### config.mk
export PLATFORM = sky130hd
export DESIGN_NAME = rsm_rx_sync_irq_mask
export DESIGN_NICKNAME = d
export VERILOG_FILES = /design/src/core/rsm_pkg.sv /design/src/core/rsm_bom_if.sv /design/src/core/rsm_bom_validator.sv /design/src/core/rsm_rx_sync_irq_mask.sv
export SDC_FILE = /design/constraint.sdc
export NUM_CORES = 2
export LEC_CHECK = 0
export BUFFER_PORTS_ARGS = -buffer_cell sky130_fd_sc_hd__buf_2
export CORE_MARGIN = 10
export CORE_UTILIZATION = 50
export DETAILED_ROUTE_END_ITERATION = 16
export PLACE_DENSITY = 0.69
export SLEW_MARGIN = 20
export SYNTH_ARGS = -nofsm -noshare
export SYNTH_HDL_FRONTEND = slang
export SYNTH_SLANG_ARGS = --single-unit
### constraint.sdc
create_clock -name clock -period 28.7 [get_ports clock]
set_input_delay 1.435 -clock clock [delete_from_list [all_inputs] [get_ports clock]]
set_output_delay 1.435 -clock clock [all_outputs]
set_load 0.02 [all_outputs]
### src/core/rsm_pkg.sv
// package: constants for the receive and sync interrupt mask block
package rsm_pkg;
  localparam int          NUM_FRAMERS   = 8;
  localparam int          NUM_COUNTERS  = 7;
  localparam int          DATA_W        = 16;
  localparam int          ADDR_W        = 12;
  localparam int          CODE_W        = 7;
  localparam int          MSG_W         = 17;
  localparam int          CAS_W         = 4;
  localparam int          HIST_DEPTH    = 10;
  localparam int          HIST_NEEDED   = 8;
  localparam int          CNT_W         = 4;

  // framer select in addr[11:8], register offset in addr[7:0]
  localparam int          SEL_LSB       = 8;
  localparam logic [3:0]  SEL_BROADCAST = 4'h8;
  localparam logic [7:0]  RX_SYNC_IRQ_MASK_OFFSET = 8'h44;
  localparam logic [15:0] RX_SYNC_IRQ_MASK_RESET  = 16'h0000;
  localparam logic [15:0] READ_IDLE     = 16'h0000;

  // counter overflow: value goes from all ones to zero
  localparam logic [7:0]  CTR_MAX       = 8'hFF;
  localparam logic [7:0]  CTR_ZERO      = 8'h00;

  // counter index within the packed counter inputs
  localparam int CTR_FBE    = 0;
  localparam int CTR_CRC    = 1;
  localparam int CTR_OOF    = 2;
  localparam int CTR_COFA   = 3;
  localparam int CTR_BPV    = 4;
  localparam int CTR_PRBS   = 5;
  localparam int CTR_PRBSMF = 6;

  // mask bit positions; counter masks sit at 15 - counter index
  localparam int BIT_CTR_TOP      = 15;
  localparam int BIT_MF_OOS_OVF   = 8;
  localparam int BIT_TERM_SYNC    = 7;
  localparam int BIT_MF_SYNC      = 6;
  localparam int BIT_FBIT_ERR     = 5;
  localparam int BIT_MSG_RX       = 4;
  localparam int BIT_MSG_MATCH    = 3;
  localparam int BIT_SIG_CHANGE   = 2;
  localparam int BIT_ONE_SEC      = 1;
  localparam int BIT_TWO_SEC      = 0;

  // message frame 111111110xxxxxxx0: header ones, a zero, code, a zero
  localparam logic [7:0] MSG_HEAD     = 8'hFF;
  localparam int         MSG_HEAD_LSB = 9;
  localparam int         MSG_SEP_BIT  = 8;
  localparam int         MSG_CODE_LSB = 1;
  localparam int         MSG_TAIL_BIT = 0;
endpackage

### src/core/rsm_bom_if.sv
// interface: message position hand-off between top and one validator
`timescale 1ns/1ps
interface rsm_bom_if;
  logic                       msgStrobe;
  logic [rsm_pkg::MSG_W-1:0]  msgWord;
  logic [rsm_pkg::CODE_W-1:0] matchCode;
  logic                       newMsg;
  logic                       newMatch;

  modport src (output msgStrobe, output msgWord, output matchCode,
               input newMsg, input newMatch);
  modport dst (input msgStrobe, input msgWord, input matchCode,
               output newMsg, output newMatch);
endinterface

### src/core/rsm_bom_validator.sv
// module: persistence filter for bit oriented messages of one framer
`timescale 1ns/1ps
module rsm_bom_validator (
  input  wire logic clock,   // core clock
  input  wire logic rst,     // synchronous reset, active high
  input  wire logic ce,      // clock enable
  rsm_bom_if.dst    bom      // message positions in, events out
);
  logic [rsm_pkg::CODE_W-1:0] histCode_reg [rsm_pkg::HIST_DEPTH];
  logic [rsm_pkg::HIST_DEPTH-1:0] histOk_reg;
  logic [rsm_pkg::CODE_W-1:0] lastCode_reg;
  logic                       haveLast_reg;
  logic                       patternOk;
  logic [rsm_pkg::CODE_W-1:0] code;
  logic [rsm_pkg::CNT_W-1:0]  hits;
  logic                       accept;

  // a position with the wrong framing is not counted toward any code
  assign patternOk =
    (bom.msgWord[rsm_pkg::MSG_W-1:rsm_pkg::MSG_HEAD_LSB]
       == rsm_pkg::MSG_HEAD) &&
    !bom.msgWord[rsm_pkg::MSG_SEP_BIT] &&
    !bom.msgWord[rsm_pkg::MSG_TAIL_BIT];
  assign code = bom.msgWord[rsm_pkg::MSG_SEP_BIT-1:rsm_pkg::MSG_CODE_LSB];

  // count the new position plus the nine before it holding this code
  always_comb begin
    hits = patternOk ? rsm_pkg::CNT_W'(1) : '0;
    for (int i = 0; i < rsm_pkg::HIST_DEPTH - 1; i++) begin
      if (patternOk && histOk_reg[i] && histCode_reg[i] == code) begin
        hits = hits + rsm_pkg::CNT_W'(1);
      end
    end
  end

  assign accept = bom.msgStrobe && patternOk &&
                  hits >= rsm_pkg::CNT_W'(rsm_pkg::HIST_NEEDED) &&
                  (!haveLast_reg || code != lastCode_reg);

  always_ff @(posedge clock) begin
    if (rst) begin
      histOk_reg <= '0;
      for (int i = 0; i < rsm_pkg::HIST_DEPTH; i++) begin
        histCode_reg[i] <= '0;
      end
    end else if (ce && bom.msgStrobe) begin
      histOk_reg <= {histOk_reg[rsm_pkg::HIST_DEPTH-2:0], patternOk};
      histCode_reg[0] <= code;
      for (int i = 1; i < rsm_pkg::HIST_DEPTH; i++) begin
        histCode_reg[i] <= histCode_reg[i-1];
      end
    end
  end

  always_ff @(posedge clock) begin
    if (rst) begin
      lastCode_reg <= '0;
      haveLast_reg <= 1'b0;
    end else if (ce && accept) begin
      lastCode_reg <= code;
      haveLast_reg <= 1'b1;
    end
  end

  always_ff @(posedge clock) begin
    if (rst) begin
      bom.newMsg   <= 1'b0;
      bom.newMatch <= 1'b0;
    end else if (ce) begin
      bom.newMsg   <= accept;
      bom.newMatch <= accept && code == bom.matchCode;
    end
  end
endmodule // rsm_bom_validator

### src/core/rsm_rx_sync_irq_mask.sv
// module: per-framer receive and sync interrupt masking, eight framers
`timescale 1ns/1ps

module rsm_rx_sync_irq_mask (
  input  wire logic        clock,          // core clock, 250 MHz
  input  wire logic        rst,            // hard reset, sync, high
  input  wire logic        ce,             // clock enable
  input  wire logic        softRst,        // software reset pulse
  input  wire logic        lineTypeWr,     // global line-type write
  input  wire logic [rsm_pkg::ADDR_W-1:0] addr, // micro port address
  input  wire logic        wrEn,           // write strobe
  input  wire logic        rdEn,           // read strobe
  input  wire logic [rsm_pkg::DATA_W-1:0] wrData, // write data
  output logic      [rsm_pkg::DATA_W-1:0] rdData, // read data, registered
  input  wire logic [rsm_pkg::NUM_FRAMERS-1:0]
                    [rsm_pkg::NUM_COUNTERS-1:0][7:0] ctrValue, // counters
  input  wire logic [rsm_pkg::NUM_FRAMERS-1:0]
                    [7:0]  mfOosCount,     // multiframe out of sync count
  input  wire logic [rsm_pkg::NUM_FRAMERS-1:0] termSyncLoss, // level
  input  wire logic [rsm_pkg::NUM_FRAMERS-1:0] mfSyncLoss,   // level
  input  wire logic [rsm_pkg::NUM_FRAMERS-1:0] fbitErr,      // pulse
  input  wire logic [rsm_pkg::NUM_FRAMERS-1:0] msgStrobe,    // pulse
  input  wire logic [rsm_pkg::NUM_FRAMERS-1:0]
                    [rsm_pkg::MSG_W-1:0] msgWord,  // message position
  input  wire logic [rsm_pkg::NUM_FRAMERS-1:0]
                    [rsm_pkg::CODE_W-1:0] matchCode, // match register
  input  wire logic [rsm_pkg::NUM_FRAMERS-1:0] casSample,    // pulse
  input  wire logic [rsm_pkg::NUM_FRAMERS-1:0]
                    [rsm_pkg::CAS_W-1:0] casBits,  // received signaling
  input  wire logic [rsm_pkg::NUM_FRAMERS-1:0] signalingDebounceEnable,
  input  wire logic [rsm_pkg::NUM_FRAMERS-1:0] oneSecStatus, // level
  input  wire logic [rsm_pkg::NUM_FRAMERS-1:0] twoSecStatus, // level
  output logic      [rsm_pkg::NUM_FRAMERS-1:0] irqReq        // registered
);
  localparam int NF = rsm_pkg::NUM_FRAMERS;
  localparam int NC = rsm_pkg::NUM_COUNTERS;
  localparam int DW = rsm_pkg::DATA_W;

  logic [DW-1:0]              mask_reg     [NF];
  logic [NC-1:0][7:0]         ctrPrev_reg  [NF];
  logic [7:0]                 mfOosPrev_reg[NF];
  logic [rsm_pkg::CAS_W-1:0]  casCand_reg  [NF];
  logic [rsm_pkg::CAS_W-1:0]  casStable_reg[NF];
  logic [NF-1:0]              casPrimed_reg;
  logic [NF-1:0]              casChange_reg;
  logic [NF-1:0]              oneSecPrev_reg;
  logic [NF-1:0]              twoSecPrev_reg;
  logic [DW-1:0]              event_w      [NF];
  logic [NF-1:0]              irqReq_next;
  logic [3:0]                 sel;
  logic                       offsetHit;
  logic [NF-1:0]              wrSel;
  logic [DW-1:0]              rdData_next;
  logic                       maskClear;

  rsm_bom_if bomIf [NF] ();

  assign sel       = addr[rsm_pkg::ADDR_W-1:rsm_pkg::SEL_LSB];
  assign offsetHit = addr[rsm_pkg::SEL_LSB-1:0]
                     == rsm_pkg::RX_SYNC_IRQ_MASK_OFFSET;
  assign maskClear = softRst || lineTypeWr;

  // framer select decode; broadcast code reaches every copy
  always_comb begin
    wrSel = '0;
    if (wrEn && offsetHit) begin
      if (sel == rsm_pkg::SEL_BROADCAST) begin
        wrSel = '1;
      end else if (sel < 4'(NF)) begin
        wrSel[sel[2:0]] = 1'b1;
      end
    end
  end

  // mask copies; a reset source outranks a write in the same cycle
  always_ff @(posedge clock) begin
    for (int f = 0; f < NF; f++) begin
      if (rst) begin
        mask_reg[f] <= rsm_pkg::RX_SYNC_IRQ_MASK_RESET;
      end else if (ce) begin
        if (maskClear) begin
          mask_reg[f] <= rsm_pkg::RX_SYNC_IRQ_MASK_RESET;
        end else if (wrSel[f]) begin
          mask_reg[f] <= wrData;
        end
      end
    end
  end

  // readback; unmapped offsets and framer codes read as zero
  always_comb begin
    rdData_next = rsm_pkg::READ_IDLE;
    if (offsetHit && sel < 4'(NF)) begin
      rdData_next = mask_reg[sel[2:0]];
    end
  end

  always_ff @(posedge clock) begin
    if (rst) begin
      rdData <= rsm_pkg::READ_IDLE;
    end else if (ce && rdEn) begin
      rdData <= rdData_next;
    end
  end

  // previous counter values for wrap detection
  always_ff @(posedge clock) begin
    for (int f = 0; f < NF; f++) begin
      if (rst) begin
        ctrPrev_reg[f]   <= '0;
        mfOosPrev_reg[f] <= rsm_pkg::CTR_ZERO;
      end else if (ce) begin
        ctrPrev_reg[f]   <= ctrValue[f];
        mfOosPrev_reg[f] <= mfOosCount[f];
      end
    end
  end

  // signaling debounce: a new pattern must be seen on two samples
  // running when enabled; costs one sample of latency, avoids chatter
  always_ff @(posedge clock) begin
    for (int f = 0; f < NF; f++) begin
      if (rst) begin
        casCand_reg[f]   <= '0;
        casStable_reg[f] <= '0;
        casPrimed_reg[f] <= 1'b0;
        casChange_reg[f] <= 1'b0;
      end else if (ce) begin
        casChange_reg[f] <= 1'b0;
        if (casSample[f]) begin
          casCand_reg[f] <= casBits[f];
          if (!casPrimed_reg[f]) begin
            // first sample after reset seeds the state without an event
            casStable_reg[f] <= casBits[f];
            casPrimed_reg[f] <= 1'b1;
          end else if (casBits[f] != casStable_reg[f] &&
                       (!signalingDebounceEnable[f] ||
                        casBits[f] == casCand_reg[f])) begin
            casStable_reg[f] <= casBits[f];
            casChange_reg[f] <= 1'b1;
          end
        end
      end
    end
  end

  // timer status edge detection
  always_ff @(posedge clock) begin
    if (rst) begin
      oneSecPrev_reg <= '0;
      twoSecPrev_reg <= '0;
    end else if (ce) begin
      oneSecPrev_reg <= oneSecStatus;
      twoSecPrev_reg <= twoSecStatus;
    end
  end

  // per-framer message validators and event vectors
  for (genvar g = 0; g < NF; g++) begin : gFramer
    assign bomIf[g].msgStrobe = msgStrobe[g];
    assign bomIf[g].msgWord   = msgWord[g];
    assign bomIf[g].matchCode = matchCode[g];

    rsm_bom_validator uValidator (
      .clock (clock),
      .rst   (rst),
      .ce    (ce),
      .bom   (bomIf[g])
    );

    always_comb begin
      event_w[g] = '0;
      for (int c = 0; c < NC; c++) begin
        event_w[g][rsm_pkg::BIT_CTR_TOP-c] =
          ctrPrev_reg[g][c] == rsm_pkg::CTR_MAX &&
          ctrValue[g][c] == rsm_pkg::CTR_ZERO;
      end
      event_w[g][rsm_pkg::BIT_MF_OOS_OVF] =
        mfOosPrev_reg[g] == rsm_pkg::CTR_MAX &&
        mfOosCount[g] == rsm_pkg::CTR_ZERO;
      event_w[g][rsm_pkg::BIT_TERM_SYNC]  = termSyncLoss[g];
      event_w[g][rsm_pkg::BIT_MF_SYNC]    = mfSyncLoss[g];
      event_w[g][rsm_pkg::BIT_FBIT_ERR]   =
        fbitErr[g] && !termSyncLoss[g];
      event_w[g][rsm_pkg::BIT_MSG_RX]     = bomIf[g].newMsg;
      event_w[g][rsm_pkg::BIT_MSG_MATCH]  = bomIf[g].newMatch;
      event_w[g][rsm_pkg::BIT_SIG_CHANGE] = casChange_reg[g];
      event_w[g][rsm_pkg::BIT_ONE_SEC]    =
        oneSecStatus[g] && !oneSecPrev_reg[g];
      event_w[g][rsm_pkg::BIT_TWO_SEC]    =
        twoSecStatus[g] && !twoSecPrev_reg[g];
    end

    assign irqReq_next[g] = |(event_w[g] & ~mask_reg[g]);
  end

  // request is registered, one cycle after its cause; two after a message or signaling strobe
  always_ff @(posedge clock) begin
    if (rst) begin
      irqReq <= '0;
    end else if (ce) begin
      irqReq <= irqReq_next;
    end
  end
endmodule // rsm_rx_sync_irq_mask

Word-level counts from Yosys, hierarchy flattened
Memory sizes are Yosys's and may differ from the RTL's. Index checks and enable logic that the tools add are counted.

Memories: 13. RAM bits: 1264. Bits of input ports: 835. Output and inout bits: 24. Flip-flop bits (word level): 208.

Magnitude comparators: 11. Equality and inequality tests: 178. Multiplexer cells: 415. Add/sub/neg operators: 72. Bitwise gates (word level): 152. Reductions and logical operators: 461.

Memory list: ctrPrev_reg (words 8, bits a word 56, read ports 8, clocked after memory_dff 0, write ports 8, RTL line rsm_rx_sync_irq_mask.sv:40) `logic [NC-1:0][7:0] ctrPrev_reg [NF];`; mask_reg (words 8, bits a word 16, read ports 9, clocked after memory_dff 0, write ports 8, RTL line rsm_rx_sync_irq_mask.sv:39) `logic [DW-1:0] mask_reg [NF];`; gFramer[0].uValidator.histCode_reg (words 10, bits a word 7, read ports 9, clocked after memory_dff 0, write ports 10, RTL line rsm_bom_validator.sv:9) `logic [rsm_pkg::CODE_W-1:0] histCode_reg [rsm_pkg::HIST_DEPTH];`; gFramer[1].uValidator.histCode_reg (words 10, bits a word 7, read ports 9, clocked after memory_dff 0, write ports 10, RTL line rsm_bom_validator.sv:9); gFramer[2].uValidator.histCode_reg (words 10, bits a word 7, read ports 9, clocked after memory_dff 0, write ports 10, RTL line rsm_bom_validator.sv:9); gFramer[3].uValidator.histCode_reg (words 10, bits a word 7, read ports 9, clocked after memory_dff 0, write ports 10, RTL line rsm_bom_validator.sv:9); +7 memories.

Operators with widths (count): $eq 8x8->1 const B (72); $eq 7x7->1 (80); $mux 7 (80); $logic_not 8->1 (64); $mux 56 (8); $mux 4 (96); $logic_and 1x1->1 (308); $add 4x1->4 const B (72); $mux 16 (17); $mux 1 (202); $or 1x1->1 (136); $and 16x16->16 (8); $not 16->16 (8); $reduce_or 16->1 (8); $mux 8 (11); $logic_not 1->1 (56); $ne 7x7->1 (8); $eq 4x4->1 (8); $ge 4x4->1 const B (8); $ne 4x4->1 (8); $logic_or 1x1->1 (17); $reduce_and 2->1 (8); $eq 8x7->1 const B (1); $eq 4x4->1 const B (1); 4 further kinds (4).

Logic depth before layout (Yosys ltp)
Word-level depth: 26. Depth in mapped cells: 37.

By module
Synthesis repeated with hierarchy kept, for this count alone.

Cells, all modules: 6368. Area total of the unflattened synthesis: 76223.1 sq um.

Modules (own cells, without submodules): rsm_bom_validator (times used 8, cells an instance 494, area an instance 5366.4 sq um); rsm_rx_sync_irq_mask (times used 1, cells an instance 2416, area an instance 33291.9 sq um).

Least setup slack after synthesis
Ideal clock, no wire load.

Kind: input port to flip-flop. From: input port ce. To: register casChange_reg[1]. Cell stages on the path: 6. Setup slack: 11541 ps. Library setup time: 740 ps. Data arrival time: 16419 ps. Path through: clkbuf_1 buf_1 nor2_1 inv_1 buf_1 o21ai_0.

RTL lines: from (decl) (RTL line rsm_rx_sync_irq_mask.sv:7) `input wire logic ce,`; to (signal, indexed assignment) (RTL line rsm_rx_sync_irq_mask.sv:127) `casChange_reg[f] <= 1'b0;`; to (signal, indexed assignment) (RTL line rsm_rx_sync_irq_mask.sv:129) `casChange_reg[f] <= 1'b0;`; to (signal, indexed assignment) (RTL line rsm_rx_sync_irq_mask.sv:140) `casChange_reg[f] <= 1'b1;`; to (decl) (RTL line rsm_rx_sync_irq_mask.sv:45) `logic [NF-1:0] casChange_reg;`.

Worst setup path in the final report
From: input port msgWord[15] (netlist name). To: register gFramer[0].uValidator.lastCode_reg[2] (netlist name).

Cells in the longest elaborated chain, start to end: 26.

RTL lines: from (decl) (RTL line rsm_rx_sync_irq_mask.sv:24) `[rsm_pkg::MSG_W-1:0] msgWord,`; $eq 8x8->1 * (RTL line rsm_bom_validator.sv:21) `== rsm_pkg::MSG_HEAD) &&`; $logic_and 1x1->1 * (RTL line rsm_bom_validator.sv:21); $logic_and 1x1->1 * (RTL line rsm_bom_validator.sv:22) `!bom.msgWord[rsm_pkg::MSG_SEP_BIT] &&`; $mux 1 or $logic_and 1x1->1 (tied branches) (RTL line rsm_bom_validator.sv:28, rsm_bom_validator.sv:30); $add 4x1->4 or $logic_and 1x1->1 (tied branches) (RTL line rsm_bom_validator.sv:31, rsm_bom_validator.sv:30); $mux 4 (RTL line rsm_bom_validator.sv:30) `if (patternOk && histOk_reg[i] && histCode_reg[i] == code) begin`; $add 4x1->4 (RTL line rsm_bom_validator.sv:31) `hits = hits + rsm_pkg::CNT_W'(1);`; $mux 4 (RTL line rsm_bom_validator.sv:30); [10 not listed]; $add 4x1->4 (RTL line rsm_bom_validator.sv:31); $mux 4 (RTL line rsm_bom_validator.sv:30); $add 4x1->4 (RTL line rsm_bom_validator.sv:31); $mux 4 (RTL line rsm_bom_validator.sv:30); $ge 4x4->1 (RTL line rsm_bom_validator.sv:37) `hits >= rsm_pkg::CNT_W'(rsm_pkg::HIST_NEEDED) &&`; $logic_and 1x1->1 * (RTL line rsm_bom_validator.sv:36) `assign accept = bom.msgStrobe && patternOk &&`; $logic_and 1x1->1 * (RTL line rsm_bom_validator.sv:37); $logic_and 1x1->1 * (RTL line rsm_bom_validator.sv:59) `end else if (ce && accept) begin`; to (signal assigned) (RTL line rsm_bom_validator.sv:60) `lastCode_reg <= code;`; to (decl) (RTL line rsm_bom_validator.sv:11) `logic [rsm_pkg::CODE_W-1:0] lastCode_reg;`.

Every way passes the cells marked *; elsewhere a longest branch is shown, timed or not. A chain may end at the register's enable or synchronous reset.

==> summary.txt <==
Drt drc -> 0
Num CTS Buffers -> 153
Max-cap violations -> 0
Post-synth ARST share -> 0%
Post-synth EDFFs -> 1,208
Sink Count -> 1,416
DR vias -> 48,412
Max FFs per register -> 504
Hold Slack -> 0.474 ns
Leading register cell type out of synthesis -> edfxtp_1
Fin util -> 58.0%
RSZ-0062 raised after global routing -> no
Port Buf Inserts -> 858
Placed cells -> 8,199
CTS clk-pin slew, worst paths -> 0.06 ns
Vias per cell -> 5.68
Post-route ant nets -> 0
Pre-CTS setup slack -> 19.35 ns
Worst Tran Pin Value -> 1.12 ns
Power Total -> 4.80 mW
Die height -> 394 µm
Post-synth top area share -> 51.8%
CP endpoint kind -> flip-flop
VDD IR max -> 0.0490 mV
Crit path launch type -> primary input
Filler cells -> 11,365
Sequential area share after synthesis -> 57.8%
Setup TNS -> 0 ns
Max-slew violations -> 0
PwrDens -> 59.4 nW/µm²
Post-synth top cells -> edfxtp_1 (1,208), and2_1 (665), xnor2_1 (582)
Root Driver -> clkbuf_16
Cell taking the most area after synthesis -> edfxtp_1
Post-Place Cell Area -> 75,700 µm²
Setup bufs post-CTS -> 0
Vias in the first global route -> 49,120
Yosys warns -> 0
Fmax -> 116 MHz
Routability Congestion -> 0.897
Layout area overhead -> 15.5%
Clock skew -> 0.0206 ns
Most used cell, CP -> ha_1
HPWL Detailed -> 145 mm
Hold violation count in the final report -> 0
Unique cell type count in the Yosys netlist -> 87
Total Wirelength -> 199 mm
Worst path slowest cell -> nor3b_2
CP max stage delay -> 0.70 ns
Die ar. -> 155,000 µm²
Largest net degree at the start of global routing -> 201
Routed len/inst -> 23.3 µm
Initial DRC Count -> 4,104
Leak -> 32.4 nW
Mapped Cells -> 5,774
First-pass GRT wire length -> 299 mm
CP max FO -> 17
CTS Hold Bufs -> 0
Synth Net Count -> 6,673
Post-route cell area -> 80,800 µm²
Data arrival, critical path -> 9.26 ns
Relative slew slack -> 25.1%
Grt ovf -> 0
Synth top area cells -> edfxtp_1 (52%), xnor2_1 (7.3%), dfxtp_1 (5.9%)
PnR worst setup slack -> 20.07 ns
Cell area after synthesis -> 70,000 µm²
Tcrit/Tclk final -> 30.1%
Clk_lat worst skew -> 0.79 ns
TritonCTS clock tree -> done
Final setup viols -> 0
Min Tclk post-route -> 8.63 ns
Htree depth -> 4
Most common cell in the netlist -> edfxtp_1
PostCTS Resize Cnt -> 0
Total Routing Usage GR -> 24.8%
Clock Tree Buf Depth -> 3
Ratio of cells with drive above 1 in the final layout -> 18.9%
Post-Layout Cell Count -> 8,526
Core Region -> 139,000 µm²
I/O pins -> 859
Worst Hold Class -> flip-flop to flip-flop
Initial Util -> 50.2%
Die W -> 394 µm
Status -> finished, final reports clean
Setup CP Type -> primary input to flip-flop
Mean Syn Cell Area -> 12.1 µm²
Final net count -> 7,377
Crit path required time -> 29.34 ns
Core Rows -> 137
FF+latch count, synth -> 1,416
DR pass1 iterations -> 5
Antenna violations before repair -> 74
-- placed cells by master (no fill, tap or decap), drive strengths merged, types with 139 or more instances in the layout --
cell type  instances
and3             546
and2             665
nor4             167
edfxtp          1208
xnor2            586
clkbuf           217
dfxtp            208
buf              900
nand2            155
nor2             186
inv              139
xor2             208
nand4            294
-- path summary, 6_finish.rpt --
kind / startpoint / slack, ns / end / depth (start not counted)
worst max-delay path: msgWord[15] / 20.07 / gFramer[0].uValidator.lastCode_reg[2]$_SDFFE_PP0P_ / 33
worst min-delay path: gFramer[6].uValidator.bom.newMsg$_SDFFE_PP0P_ / 0.47 / gFramer[6].uValidator.bom.newMsg$_SDFFE_PP0P_ / 2
worst max register to register: gFramer[0].uValidator.histCode_reg[0][5]$_SDFFCE_PN0P_ / 21.03 / gFramer[0].uValidator.lastCode_reg[2]$_SDFFE_PP0P_ / 32
worst min register to register: gFramer[6].uValidator.bom.newMsg$_SDFFE_PP0P_ / 0.47 / gFramer[6].uValidator.bom.newMsg$_SDFFE_PP0P_ / 2
-- layer usage --
metal  vias to the layer above  track usage [%]  part of all wire, %  wire, µm
li1                      22719                -                    -         -
met1                     23679             31.2                   40     79700
met2                      1607             41.8                   50     98500
met3                       385             4.94                  6.7     13400
met4                        22             9.51                  3.6      7120
met5                         -                0                0.077       153
-- cell type report --
type                       count  area, µm²  share of cell area, %
sequential                  1416      40400                   50.0
multi-input combinational   3878      27800                   34.3
timing repair buffer         901       4660                   5.77
clock buffer                 216       4270                   5.28
tap                         1876       2350                   2.90
clock inverter                68        761                  0.941
inverter                     128        488                  0.604
antenna                       43        108                  0.133
-- worst max-delay path: cells and delay by family --
family | cells | cell delay (ns)
and+or+nand+nor | 15 | 4.04
adders and majority gates | 7 | 2.28
AOI/OAI and AO/OA | 4 | 0.49
buffers and inverters | 4 | 0.34
xor gates and xnor gates | 1 | 0.33
muxes | 2 | 0.32
-- kinds of logic (layout without fill, tap and decap cells) --
family                     after synthesis  count (layout)  share of synthesized area [%]
AOI/OAI and AO/OA                      382             382                           3.73
xor gates and xnor gates               812             812                           10.6
adders and majority gates               64              64                           1.14
buffers and inverters                  480            1313                           2.66
DFF                                   1416            1416                           57.8
muxes                                  122             122                           2.36
other                                    0              43                              0
and+or+nand+nor                       2498            2498                           21.7
-- power by group --
group,switching (mW),internal [mW],total (mW)
clock,0.838,1.15,1.98
combinational,0.230,0.155,0.385
sequential,0.0611,2.37,2.43
Note: power is estimated with default switching activity, not from simulation.
